**config.mk**
```make
export PLATFORM = sky130hd
export DESIGN_NAME = ats_sequencer
export DESIGN_NICKNAME = d
export VERILOG_FILES = /design/src/verilog/ats_pkg.sv /design/src/verilog/ats_sequencer.sv
export SDC_FILE = /design/constraint.sdc
export NUM_CORES = 1
export LEC_CHECK = 0
export BUFFER_PORTS_ARGS = -buffer_cell sky130_fd_sc_hd__buf_4
export CAP_MARGIN = 15
export CORE_ASPECT_RATIO = 1.4
export CORE_MARGIN = 2
export CORE_UTILIZATION = 30
export CTS_CLUSTER_SIZE = 40
export DETAILED_ROUTE_END_ITERATION = 8
export PLACE_DENSITY = 0.59
export REMOVE_ABC_BUFFERS = 1
export SLEW_MARGIN = 0
export SYNTH_ARGS = -nofsm -noshare
export SYNTH_HDL_FRONTEND = slang
export SYNTH_SLANG_ARGS = --single-unit
export TNS_END_PERCENT = 1
```
**constraint.sdc**
```tcl
create_clock -name clock -period 12.65 [get_ports clock]
set_input_delay 0.6325 -clock clock [delete_from_list [all_inputs] [get_ports clock]]
set_output_delay 0.6325 -clock clock [all_outputs]
set_load 0.005 [all_outputs]
```
**src/verilog/ats_pkg.sv**
```systemverilog
package ats_pkg;

    // ****************************************
    // Timing.
    // ****************************************
    localparam longint unsigned ATS_CLK_HZ = 200000000;
    localparam longint unsigned ATS_TIMEOUT_S = 12;
    localparam logic [31:0] ATS_TIMEOUT_CYC = 32'(ATS_TIMEOUT_S * ATS_CLK_HZ);
    localparam longint unsigned ATS_STEP_US = 1000;
    localparam logic [31:0] ATS_STEP_CYC = 32'(ATS_STEP_US * ATS_CLK_HZ / 1000000);

    // ****************************************
    // Register map and fields.
    // ****************************************
    localparam logic [7:0] ATS_OFS_CTRL = 8'h00;
    localparam logic [7:0] ATS_OFS_STAT = 8'h04;
    localparam logic [7:0] ATS_OFS_IRQ_ST = 8'h08;
    localparam logic [7:0] ATS_OFS_IRQ_MSK = 8'h0c;
    localparam logic [7:0] ATS_OFS_RELAY = 8'h10;
    localparam int ATS_CTRL_RETUNE = 0;
    localparam int ATS_CTRL_RECHECK = 1;
    localparam int ATS_IRQ_N = 4;
    localparam int ATS_IRQ_MATCH = 0;
    localparam int ATS_IRQ_TMO = 1;
    localparam int ATS_IRQ_BAND = 2;
    localparam int ATS_IRQ_CHKFAIL = 3;
    localparam logic [3:0] ATS_MSK_RST = 4'h0;

    // ****************************************
    // Bands, selector and relay banks.
    // ****************************************
    localparam logic [10:0] ATS_L_ALL = 11'h7ff;
    localparam logic [2:0] ATS_BAND_2M = 3'h1;
    localparam logic [2:0] ATS_BAND_3M = 3'h2;
    localparam logic [2:0] ATS_BAND_5M = 3'h3;
    localparam logic [2:0] ATS_BAND_8M = 3'h4;
    localparam logic [2:0] ATS_BAND_12M = 3'h5;
    localparam logic [2:0] ATS_BAND_20M = 3'h6;
    localparam logic [1:0] ATS_SEL_DIRECT = 2'h0;
    localparam logic [1:0] ATS_SEL_BNC = 2'h1;
    localparam logic [1:0] ATS_SEL_WHIP = 2'h2;

    typedef enum logic [4:0] {
        ATS_IDLE = 5'h01,
        ATS_LSTEP = 5'h02,
        ATS_CSTEP = 5'h04,
        ATS_HOLD = 5'h08,
        ATS_CHECK = 5'h10
    } ats_state_t;

    typedef struct packed {
        logic [10:0] ind;
        logic [7:0] cap;
    } ats_relay_t;

    typedef struct packed {
        logic key;
        logic retune;
        logic recheck;
        logic z_ok;
        logic vswr_ok;
        logic [2:0] band;
        logic [1:0] sel;
    } ats_pins_t;

    typedef struct packed {
        logic [1:0] lsh;
        logic [1:0] csh;
        logic [7:0] ctop;
    } ats_band_t;

endpackage : ats_pkg

```
**src/verilog/ats_sequencer.sv**
```systemverilog
`timescale 1ns/1ps

// Summary of operation
// - Tuning starts on key activation only while retune or recheck is pending.
// - While tuning-active, relay supply and transfer relay are on.
// - Inductor phase advances a binary count once per element step.
// - Each inductor count bit drives one relay of doubled weight.
// - Impedance comparator trip stops inductor count and starts capacitor phase.
// - Capacitor phase advances a binary count while watching the VSWR comparator.
// - VSWR comparator trip stops the capacitor count as a successful match.
// - Capacitor end without match clears capacitors and adds one inductor.
// - On match, tuning-active, transfer and supply drop; relays stay put.
// - Band selects which inductor becomes the least significant count bit.
// - Band selects the capacitor subset used by the count.
// - No match within the timeout releases no-tune and raises tune fault.
// - All band inputs at ground raise the tune fault.
// - No tuning starts in receive; a retune request there clears all elements.
// - Direct selector position bypasses the tuner; others route through it.
// - Recheck measures VSWR; pass resumes, fail clears elements and leaves a retune pending.
module ats_sequencer
    import ats_pkg::*;
#(
    parameter logic [31:0] TIMEOUT_CYC = ATS_TIMEOUT_CYC,
    parameter logic [31:0] STEP_CYC = ATS_STEP_CYC
) (
    // Clock and reset.
    input wire logic clock,
    input wire logic reset,
    // Register port.
    input wire logic [7:0] reg_addr,
    input wire logic [31:0] reg_wdata,
    input wire logic reg_wr,
    input wire logic reg_rd,
    output logic [31:0] reg_rdata,
    // Radio and sensor pins.
    input wire logic key_active,
    input wire logic retune_req,
    input wire logic recheck_req,
    input wire logic z_ok,
    input wire logic vswr_ok,
    input wire logic [2:0] band_sel,
    input wire logic [1:0] antenna_selector,
    // Outputs.
    output ats_relay_t relays,
    output logic tuning_active,
    output logic relay_supply_en,
    output logic transfer_relay,
    output logic no_tune_ok,
    output logic tune_fault,
    output logic tuner_bypass,
    output logic route_bnc,
    output logic route_whip,
    output logic irq
);

    // ****************************************
    // Input synchronisers.
    // ****************************************
    ats_pins_t pin_raw;
    ats_pins_t s1_ff, s2_ff, s3_ff, pin_ff;
    assign pin_raw = '{key_active, retune_req, recheck_req, z_ok, vswr_ok,
                       band_sel, antenna_selector};

    always_ff @(posedge clock or posedge reset) begin
        if (reset) begin
            s1_ff <= '0;
            s2_ff <= '0;
            s3_ff <= '0;
            pin_ff <= '0;
        end else begin
            s1_ff <= pin_raw;
            s2_ff <= s1_ff;
            s3_ff <= s2_ff;
            for (int i = 0; i < $bits(ats_pins_t); i++) begin
                if (s2_ff[i] == s3_ff[i]) begin
                    pin_ff[i] <= s3_ff[i];
                end
            end
        end
    end

    logic [2:0] prime_cnt_ff;
    logic primed;
    always_ff @(posedge clock or posedge reset) begin
        if (reset) begin
            prime_cnt_ff <= '0;
        end else if (!primed) begin
            prime_cnt_ff <= prime_cnt_ff + 3'h1;
        end
    end
    assign primed = prime_cnt_ff == 3'h4;

    logic key_d_ff, ret_d_ff, chk_d_ff;
    logic key_rise, ret_rise, chk_rise;
    always_ff @(posedge clock or posedge reset) begin
        if (reset) begin
            key_d_ff <= 1'b0;
            ret_d_ff <= 1'b0;
            chk_d_ff <= 1'b0;
        end else begin
            key_d_ff <= pin_ff.key;
            ret_d_ff <= pin_ff.retune;
            chk_d_ff <= pin_ff.recheck;
        end
    end
    assign key_rise = pin_ff.key && !key_d_ff;

    // ****************************************
    // Registers written by software.
    // ****************************************
    logic sw_ret, sw_chk, wr_ctrl;
    logic [3:0] msk_ff, ist_ff, ev;
    assign wr_ctrl = reg_wr && reg_addr == ATS_OFS_CTRL;
    assign sw_ret = wr_ctrl && reg_wdata[ATS_CTRL_RETUNE];
    assign sw_chk = wr_ctrl && reg_wdata[ATS_CTRL_RECHECK];
    assign ret_rise = (pin_ff.retune && !ret_d_ff) || sw_ret;
    assign chk_rise = (pin_ff.recheck && !chk_d_ff) || sw_chk;

    always_ff @(posedge clock or posedge reset) begin
        if (reset) begin
            msk_ff <= ATS_MSK_RST;
        end else if (reg_wr && reg_addr == ATS_OFS_IRQ_MSK) begin
            msk_ff <= reg_wdata[ATS_IRQ_N-1:0];
        end
    end

    always_ff @(posedge clock or posedge reset) begin
        if (reset) begin
            ist_ff <= '0;
        end else if (reg_wr && reg_addr == ATS_OFS_IRQ_ST) begin
            ist_ff <= (ist_ff & ~reg_wdata[ATS_IRQ_N-1:0]) | ev;
        end else begin
            ist_ff <= ist_ff | ev;
        end
    end
    assign irq = |(ist_ff & msk_ff);

    // ****************************************
    // Band decode.
    // ****************************************
    ats_band_t cfg, cfg_ff;
    logic band_bad;
    always_comb begin
        band_bad = 1'b0;
        unique case (pin_ff.band)
            ATS_BAND_2M: cfg = '{2'h3, 2'h3, 8'h1f};
            ATS_BAND_3M: cfg = '{2'h2, 2'h3, 8'h1f};
            ATS_BAND_5M: cfg = '{2'h2, 2'h2, 8'h1f};
            ATS_BAND_8M: cfg = '{2'h1, 2'h1, 8'h1f};
            ATS_BAND_12M: cfg = '{2'h0, 2'h1, 8'h0f};
            ATS_BAND_20M: cfg = '{2'h0, 2'h0, 8'h0f};
            default: begin
                cfg = '{2'h0, 2'h0, 8'h0f};
                band_bad = primed;
            end
        endcase
    end

    // ****************************************
    // Step tick and timeout.
    // ****************************************
    logic [31:0] step_cnt_ff, tmo_cnt_ff;
    logic step, tmo_hit, start;
    ats_state_t st_ff;
    logic tuning;
    assign tuning = st_ff inside {ATS_LSTEP, ATS_CSTEP, ATS_HOLD};

    always_ff @(posedge clock or posedge reset) begin
        if (reset) begin
            step_cnt_ff <= '0;
        end else if (step || start) begin
            step_cnt_ff <= '0;
        end else begin
            step_cnt_ff <= step_cnt_ff + 32'h1;
        end
    end
    assign step = step_cnt_ff == STEP_CYC - 32'h1;

    always_ff @(posedge clock or posedge reset) begin
        if (reset) begin
            tmo_cnt_ff <= '0;
        end else if (!tuning) begin
            tmo_cnt_ff <= '0;
        end else begin
            tmo_cnt_ff <= tmo_cnt_ff + 32'h1;
        end
    end
    assign tmo_hit = tuning && tmo_cnt_ff == TIMEOUT_CYC - 32'h1;

    // ****************************************
    // Request tracking.
    // ****************************************
    logic ret_pend_ff, chk_pend_ff, chk_fail;
    assign start = st_ff == ATS_IDLE && key_rise && !band_bad
                   && (ret_pend_ff || chk_pend_ff);

    always_ff @(posedge clock or posedge reset) begin
        if (reset) begin
            ret_pend_ff <= 1'b0;
            chk_pend_ff <= 1'b0;
        end else begin
            if (ret_rise || chk_fail) begin
                ret_pend_ff <= 1'b1;
            end else if (start) begin
                ret_pend_ff <= 1'b0;
            end
            if (chk_rise) begin
                chk_pend_ff <= 1'b1;
            end else if (start) begin
                chk_pend_ff <= 1'b0;
            end
        end
    end

    // ****************************************
    // Tuning sequence.
    // ****************************************
    logic [10:0] l_cnt_ff;
    logic [7:0] c_cnt_ff;
    logic l_top, c_top, match;
    assign l_top = l_cnt_ff == (ATS_L_ALL >> cfg_ff.lsh);
    assign c_top = c_cnt_ff == cfg_ff.ctop;
    assign match = st_ff == ATS_CSTEP && step && pin_ff.vswr_ok;
    assign chk_fail = st_ff == ATS_CHECK && step && !pin_ff.vswr_ok;

    always_ff @(posedge clock or posedge reset) begin
        if (reset) begin
            st_ff <= ATS_IDLE;
            l_cnt_ff <= '0;
            c_cnt_ff <= '0;
            cfg_ff <= '0;
        end else begin
            unique case (st_ff)
                ATS_IDLE: begin
                    if (ret_rise) begin
                        l_cnt_ff <= '0;
                        c_cnt_ff <= '0;
                    end
                    if (start && ret_pend_ff) begin
                        st_ff <= ATS_LSTEP;
                        cfg_ff <= cfg;
                        l_cnt_ff <= '0;
                        c_cnt_ff <= '0;
                    end else if (start) begin
                        st_ff <= ATS_CHECK;
                    end
                end
                ATS_LSTEP: begin
                    if (tmo_hit) begin
                        st_ff <= ATS_IDLE;
                    end else if (step && pin_ff.z_ok) begin
                        st_ff <= ATS_CSTEP;
                        c_cnt_ff <= '0;
                    end else if (step && l_top) begin
                        st_ff <= ATS_HOLD;
                    end else if (step) begin
                        l_cnt_ff <= l_cnt_ff + 11'h1;
                    end
                end
                ATS_CSTEP: begin
                    if (tmo_hit) begin
                        st_ff <= ATS_IDLE;
                    end else if (match) begin
                        st_ff <= ATS_IDLE;
                    end else if (step && c_top) begin
                        c_cnt_ff <= '0;
                        if (l_top) begin
                            st_ff <= ATS_HOLD;
                        end else begin
                            l_cnt_ff <= l_cnt_ff + 11'h1;
                        end
                    end else if (step) begin
                        c_cnt_ff <= c_cnt_ff + 8'h1;
                    end
                end
                ATS_HOLD: begin
                    if (tmo_hit) begin
                        st_ff <= ATS_IDLE;
                    end
                end
                ATS_CHECK: begin
                    if (step) begin
                        st_ff <= ATS_IDLE;
                    end
                    if (chk_fail) begin
                        l_cnt_ff <= '0;
                        c_cnt_ff <= '0;
                    end
                end
                default: st_ff <= ATS_IDLE;
            endcase
        end
    end

    // ****************************************
    // Output registers.
    // ****************************************
    always_ff @(posedge clock or posedge reset) begin
        if (reset) begin
            relays <= '0;
            tuning_active <= 1'b0;
            relay_supply_en <= 1'b0;
            transfer_relay <= 1'b0;
            no_tune_ok <= 1'b1;
            tune_fault <= 1'b0;
            tuner_bypass <= 1'b1;
            route_bnc <= 1'b0;
            route_whip <= 1'b0;
        end else begin
            relays.ind <= 11'(l_cnt_ff << cfg_ff.lsh);
            relays.cap <= 8'(c_cnt_ff << cfg_ff.csh);
            tuning_active <= tuning || st_ff == ATS_CHECK;
            relay_supply_en <= tuning || st_ff == ATS_CHECK;
            transfer_relay <= tuning || st_ff == ATS_CHECK;
            if (tmo_hit) begin
                no_tune_ok <= 1'b0;
            end else if (start) begin
                no_tune_ok <= 1'b1;
            end
            tune_fault <= band_bad || !no_tune_ok;
            tuner_bypass <= pin_ff.sel == ATS_SEL_DIRECT;
            route_bnc <= pin_ff.sel == ATS_SEL_BNC;
            route_whip <= pin_ff.sel == ATS_SEL_WHIP;
        end
    end

    always_comb begin
        ev = '0;
        ev[ATS_IRQ_MATCH] = match;
        ev[ATS_IRQ_TMO] = tmo_hit;
        ev[ATS_IRQ_BAND] = band_bad && !tune_fault;
        ev[ATS_IRQ_CHKFAIL] = chk_fail;
    end

    // ****************************************
    // Register read.
    // ****************************************
    always_ff @(posedge clock or posedge reset) begin
        if (reset) begin
            reg_rdata <= '0;
        end else if (reg_rd) begin
            unique case (reg_addr)
                ATS_OFS_CTRL: reg_rdata <= {30'h0, chk_pend_ff, ret_pend_ff};
                ATS_OFS_STAT: reg_rdata <= {24'h0, tune_fault, no_tune_ok,
                                            tuning_active, st_ff};
                ATS_OFS_IRQ_ST: reg_rdata <= {28'h0, ist_ff};
                ATS_OFS_IRQ_MSK: reg_rdata <= {28'h0, msk_ff};
                ATS_OFS_RELAY: reg_rdata <= {13'h0, relays};
                default: reg_rdata <= '0;
            endcase
        end
    end
endmodule : ats_sequencer

```
==> summary.txt, run 1 <==
Worst setup path
  • Bufs and invs on worst path: 0
  • Critical path class: reg2reg
  • Crit-path max FO: 14
  • CP max stage delay: roughly 460 ps
  • Critical path capture point type: flip-flop
  • Critical Path, Cell by Cell: ha_1 > nand3_1 > nor2_1 > nand3_1 > o41ai_2 > nand3_2 > or2_1 > o41ai_2
  • Flop2flop setup slack: approximately 9500 ps
  • Cells on worst reg2reg path: 8
  • Reg2Reg Capture Point: l_cnt_ff[5]$_DFFE_PP0P_
  • CP required: about 13000 ps
  • Worst Setup Start Kind: flip-flop
  • RR Startpoint: step_cnt_ff[0]$_DFF_PP0_
  • Cell family with most CP delay: simple AND/OR/NAND/NOR gates
  • Crit path max-delay cell type: nand3_1
  • CP arrival: 3490 ps

Clock network
  • Num CTS Buffers: 17
  • CTS Buffer Depth: 2
  • Max H-tree Level: 4
  • Clock Latency Late Sink: 450 ps
  • Reg clk slew, reported paths: about 80 ps
  • CTS tree: yes
  • Hold_buf cts: 0
  • Clk root buf: clkbuf_16
  • CTS sink count: 193
  • Setup Fix Bufs, Post-CTS: 0
  • Post-CTS sizing: 0

Synth
  • Post-synth EDFFs: 0
  • Async S/R FF share, synth: between 90% and 100%
  • Post-synthesis mux area share: approximately 4.4%
  • Synth Cell Area: 8890 sq um
  • Largest area contributor in the netlist: dfrtp_1
  • Avg Cell Area, Syn: about 11 sq um
  • Post-synthesis compound-gate area fraction: 9.06%
  • Post-synthesis register bit count: 193
  • Synth Flop Type: dfrtp_1
  • Post-Syn Instances: 841
  • Most frequent cells after synthesis: 190 x dfrtp_1, 110 x nor2_1, 63 x nand2_1
  • Adder-cell share of the synthesized area: 2.25%
  • Ys Warns: 0
  • Post-synthesis sequential area ratio: 54.3%
  • Most numerous cell in the Yosys netlist: dfrtp_1
  • Post-Synth XOR/XNOR Area: 5.91%
  • Combinational family with the most area after synthesis: simple AND/OR/NAND/NOR gates
  • Yosys top cell area share: about 53%
  • Largest cells by area after synthesis: dfrtp_1 53%, nor2_1 4.6%, xor2_1 3.8%
  • Post-synthesis cell type count: 72
  • Simple-Gate Fraction of Synth Area: around 20%

Die
  • Die Height: between 200 and 250 microns
  • Starting Density: ~30%
  • Die outline width: 150 microns
  • Core area: 29200 sq um
  • Die area: between 30000 and 40000 sq um
  • Ports: 114
  • # rows: 74

Layout
  • Final Net Count: just under 1000
  • Ant diodes: 0
  • Synth-to-layout area growth: 15.6%
  • Layout cell share with drive strength beyond 1: 15.5%
  • Final Instance Count excl. Fillers: 1292
  • Fillers: just under 3000

Routing
  • DRC: 0
  • Post-DR wirelength/cell: approximately 14 microns
  • Total detailed-routing wirelength: approximately 18000 microns
  • Vias/cell: 4.77
  • DR iter-0 viols: about 380
  • First-pass detailed-route iteration total: 5
  • Via count: 6163
  • Final ANT Viol Nets: 0

Power
  • VDD IR max: 0.0760 mV
  • LEAKAGE: ~4.5 nW
  • PwrDens: about 140 nW/um^2

Placement
  • Inst Count DP: 1260
  • Routability congestion estimate from global placement: just under 0.8
  • HPWL after DPL: between 10000 and 15000 microns
  • Placement Setup Slack: 9480 ps
  • Port bufs: 72

Min path
  • Hold path start: antenna_selector[0]
  • Hold crit path type: in2reg
  • Min-Delay Endpoint: s1_ff[0]$_DFF_PP0_
  • Hold Crit Depth: 1

STA
  • Setup violators final: 0
  • Period minus WS final: about 3100 ps
  • Final worst path period share: around a quarter
  • Achievable Freq: 318 MHz
  • Slew @ Worst Pin: just over 900 ps
  • Fin. Hold Viols: 0
  • Final slew viol count: 0
  • Slew headroom: 39.2%
  • Final WS setup: around 9500 ps
  • Final Skew: about 11 ps
  • Setup TNS: 0 ps
  • RSZ-0062 raised after global routing: no

Job
  • MaxCap Viol Count: 0

GRT
  • GRT overflow: 0
  • Vias in the first global route: ~6000
  • First-pass GRT wire length: just over 30000 microns
  • Initial antenna violation count: 0
  • Largest net degree at the start of global routing: roughly 140
  • Total track usage: between 10 and 15%

Run status
  • Run status: complete, no violations
[final cells by class]
class | count | area (sq um) | share of cell area, %
timing repair buffer | 77 | 578 | 5.62
sequential | 193 | 4830 | 47.0
clock inverter | 15 | 148 | 1.44
inverter | 28 | 113 | 1.09
multi-input combinational | 582 | 3710 | 36.1
tap | 380 | 475 | 4.62
clock buffer | 17 | 425 | 4.14
[cells in the final DEF (no fill, tap or decap), types with 6 or more instances in the layout]
master,count
buf_4,77
nand2_1,63
o31ai_1,10
xor2_1,39
ha_1,8
a21oi_1,22
dfrtp_1,190
maj3_1,10
a22oi_1,8
o21ai_0,47
mux2i_1,8
nor4_1,6
inv_1,27
conb_1,13
and4_1,10
or3_1,7
and3_1,16
nand2b_1,6
mux4_2,7
nor3_1,8
clkbuf_16,17
nor2b_1,12
mux2_2,7
nor2_1,110
nand3_1,48
and2_1,10
xnor2_1,21
nand4_1,16
[report_power, final]
part           leakage [nW]  switching (mW)  internal, mW
registers              2.51          0.0482         0.664
logic                  1.73           0.126        0.0923
clock network         0.276           0.254         0.261
total                  4.52           0.428          1.02
[state kept, by name, summed over array words and instances, names as in the netlist, 10 cells and up]
signal	count
tmo_cnt_ff	32
step_cnt_ff	32
l_cnt_ff	11
reg_rdata	19
s2_ff	10
pin_ff	10
s3_ff	10
s1_ff	10
relays	19
[metrics by stage]
stage          power [mW]  hold slack (ps)  instance area [sq um]  util, %
3_3_place_gp        0.940              333                   9710     33.3
3_5_place_dp        0.945              335                   9710     33.3
2_1_floorplan       0.856              331                   8650        -
4_1_cts              1.47              256                  10300     35.3
5_1_grt              1.52              266                  10300     35.3
6_report             1.45              281                  10300     35.3
[worst register-to-register path, delay by kind of cell (launching register included)]
kind | cells | cell delay [ps]
flops | 1 | 390
compound gates | 2 | 810
fa+ha+maj | 1 | 200
simple gates | 5 | 1640
[routing by layer]
layer,track usage [%],part of all wire (%)
met4,5.19,1.5
met1,15.7,45
met5,0,0
met2,19.9,50
met3,2.35,3.7
[cells by family (layout without fill, tap and decap cells)]
logic type	after synthesis	after routing
compound gates	124	124
xor+xnor	60	60
fa+ha+maj	18	18
buf+inv	78	137
flops	193	193
mux	25	25
other cells	1	13
simple gates	342	342
[worst max-delay path by stage]
stage                              from                       to  slack [ps]  cells after the start
6_report       step_cnt_ff[0]$_DFF_PP0_  l_cnt_ff[5]$_DFFE_PP0P_        9510                      8
5_1_grt        step_cnt_ff[0]$_DFF_PP0_  l_cnt_ff[9]$_DFFE_PP0P_        9180                      8
4_1_cts        step_cnt_ff[0]$_DFF_PP0_  l_cnt_ff[5]$_DFFE_PP0P_        9470                      8
3_5_place_dp   step_cnt_ff[0]$_DFF_PP0_  l_cnt_ff[5]$_DFFE_PP0P_        9480                      8
3_3_place_gp   step_cnt_ff[0]$_DFF_PP0_  l_cnt_ff[9]$_DFFE_PP0P_        9490                      8
2_1_floorplan                     reset  c_cnt_ff[0]$_DFFE_PP0P_        6770                      1
(Power assumes the default switching activity.)
==> inputs of run 2 (changes only) <==
--- a/config.mk
+++ b/config.mk
@@ -12,7 +12,7 @@
 export CORE_UTILIZATION = 30
 export CTS_CLUSTER_SIZE = 40
 export DETAILED_ROUTE_END_ITERATION = 8
-export PLACE_DENSITY = 0.59
+export PLACE_DENSITY = 0.61
 export REMOVE_ABC_BUFFERS = 1
 export SLEW_MARGIN = 0
 export SYNTH_ARGS = -nofsm -noshare
==> constraint.sdc (replaced) <==
create_clock -name clock -period 2.8 [get_ports clock]
set_input_delay 0.14 -clock clock [delete_from_list [all_inputs] [get_ports clock]]
set_output_delay 0.14 -clock clock [all_outputs]
set_load 0.005 [all_outputs]
==> run 2 against run 1 <==
  * Cell count rose by 3.3%
  * Die area did not move
  * Highest routed layer unchanged
  * Setup slack worse by 9400 ps
  * Clock skew up 2.4 ps
==> summary.txt, run 2 (synthesized netlist as in run 1, its figures left out) <==
Layout
  • Synth-to-layout area growth: 20.3%
  • Ant diodes: 0
  • Final Net Count: approximately 1000
  • Layout cell share with drive strength beyond 1: between 10% and 20%
  • Most frequent cells in the layout: 190 x dfrtp_1, 110 x nor2_1, 102 x buf_4
  • Final core occ: 36.7%
  • Largest regs: step_cnt_ff: 32 flops, tmo_cnt_ff: 32 flops
  • Commonest non-fill, non-tap cell in the layout: dfrtp_1

Die
  • # rows: 74
  • Ports: roughly 110
  • Die outline width: approximately 150 microns
  • Core area: a little under 30000 sq um
  • Starting Density: a little under a third
  • Die Height: between 200 and 250 microns
  • Die area: 31100 sq um

Clock network
  • CTS Buffer Depth: 2
  • Max H-tree Level: 4
  • CTS sink count: between 150 and 200
  • CTS tree: yes
  • Num CTS Buffers: 17
  • Clk root buf: clkbuf_16
  • Reg clk slew, reported paths: 80 ps
  • Clock Latency Late Sink: approximately 450 ps

Placement
  • Port bufs: roughly 70
  • HPWL after DPL: between 10000 and 15000 microns
  • Routability congestion estimate from global placement: about 0.86
  • Placement Setup Slack: between 150 and 200 ps

Run status
  • Run status: complete, no violations

Power
  • LEAKAGE: ~4.7 nW
  • Design Power: between 6 and 7 mW
  • Int Pwr: approximately 4.8 mW
  • Seq pwr share: approximately 48%
  • VDD IR max: approximately 0.5 mV
  • Psw: 1.95 mW
  • Switching Fraction: slightly below 30%
  • PwrDens: around 630 nW/um^2
  • Clock network power share: around 36%
  • Power share of the combinational group: between 15 and 20%

Worst setup path
  • CP required: between 3000 and 4000 ps
  • Critical path class: reg2reg
  • Critical Path, Cell by Cell: nor4bb_1 > and4_1 > nand4_1 > a211oi_2 > nand3_2 > or2_1 > buf_4 > o41ai_2
  • Worst Setup Start Kind: flip-flop
  • Critical path capture point type: flip-flop
  • CP max stage delay: ~420 ps
  • Crit-path max FO: 4
  • Crit path max-delay cell type: dfrtp_1
  • CP arrival: 3000 ps

STA
  • Period minus WS final: around 2600 ps
  • Final worst path period share: between 90 and 100%
  • Setup violators final: 0
  • Slew headroom: 49.0%
  • Achievable Freq: 378 MHz
  • Final WS setup: between 150 and 200 ps
  • Slew @ Worst Pin: between 700 and 800 ps
  • Fin. Hold Viols: 0
  • Final Skew: approximately 13 ps
  • Final slew viol count: 0

Routing
  • Post-DR wirelength/cell: 13.9 microns
  • Vias/cell: approximately 4.8
  • DRC: 0
  • DR iter-0 viols: 290
  • Via count: 6400
  • Total detailed-routing wirelength: approximately 19000 microns
  • Final ANT Viol Nets: 0
  • First-pass detailed-route iteration total: 4

GRT
  • Total track usage: between 10% and 20%
  • GRT overflow: 0
  • First-pass GRT wire length: 31000 microns
  • Initial antenna violation count: 0
  • Vias in the first global route: just over 6000
  • Largest net degree at the start of global routing: between 100 and 150

Job
  • MaxCap Viol Count: 0

Min path
  • Hold crit path type: in2reg
run 2: changes by cell type in the layout (fill, tap and decap cells not counted), sizes merged:
cell	change
buf	+27
dlygate4sd3	+16
clkbuf	+2
bufinv	+1
clkinv	-1
clkinvlp	-1
inv	-1
run 2: layout make-up:
class / instances / area (sq um)
timing repair buffer: 120 / 966
inverter: 28 / 113
tap: 380 / 475
sequential: 193 / 4830
multi-input combinational: 582 / 3720
fill: 2878 / 18500
clock buffer: 19 / 443
clock inverter: 13 / 149
run 2: final timing paths:
check | slack (ps) | to | startpoint | cells past startpoint
worst max register to register | 150 | l_cnt_ff[9]$_DFFE_PP0P_ | step_cnt_ff[14]$_DFF_PP0_ | 8
worst max-delay path | 150 | l_cnt_ff[9]$_DFFE_PP0P_ | step_cnt_ff[14]$_DFF_PP0_ | 8
min in group asynchronous | 320 | pin_ff[1]$_DFFE_PP0N_ | reset | 3
max in group asynchronous | 1670 | tmo_cnt_ff[18]$_DFF_PP0_ | reset | 4
worst min register to register | 340 | s2_ff[7]$_DFF_PP0_ | s1_ff[7]$_DFF_PP0_ | 0
worst min-delay path | 120 | reg_rdata[0]$_DFFE_PP0P_ | reg_rd | 2
run 2: repair_timing:
item	4_1_cts	5_1_grt
endpoints found under the hold margin	115	0
endpoints found under the setup margin	0	2
gates resized for setup	0	1
buffers inserted	0	0
hold buffers	16	0
run 2: power groups by stage:
stage / sequential, mW / combinational, mW / clock (mW)
after CTS: 3.22 / 1.10 / 2.49
after global routing: 3.25 / 1.22 / 2.59
after global placement: 3.27 / 1.06 / 0
after floorplan: 3.27 / 0.595 / 0
after detailed placement: 3.27 / 1.08 / 0
final: 3.22 / 1.09 / 2.42
run 2: worst max-delay path: cells and delay by family (launching register included):
| kind | cells | cell delay (ps) |
|---|---|---|
| buffers and inverters | 1 | 160 |
| DFF | 1 | 420 |
| and+or+nand+nor | 5 | 1250 |
| AOI/OAI and AO/OA | 2 | 710 |
run 2: through the flow:
step                      TNS, ps  area (sq um)  instances  hold slack, ps
final                           0         10700       1335             117
after global routing        -7.57         10700       1335             128
after CTS                       0         10700       1335            90.1
after detailed placement        0          9940       1287             251
after global placement          0          9940       1287             249
after floorplan           -495580          8650        803             171
run 2: metal layers:
| metal | global-route usage (%) | share of wire, % | up-vias |
|---|---|---|---|
| met3 | 1.98 | 3.5 | 34 |
| li1 | - | - | 3116 |
| met1 | 15.7 | 45 | 3110 |
| met2 | 20.1 | 48 | 140 |
| met4 | 6.80 | 3.4 | 0 |
| met5 | 0 | 0 | - |
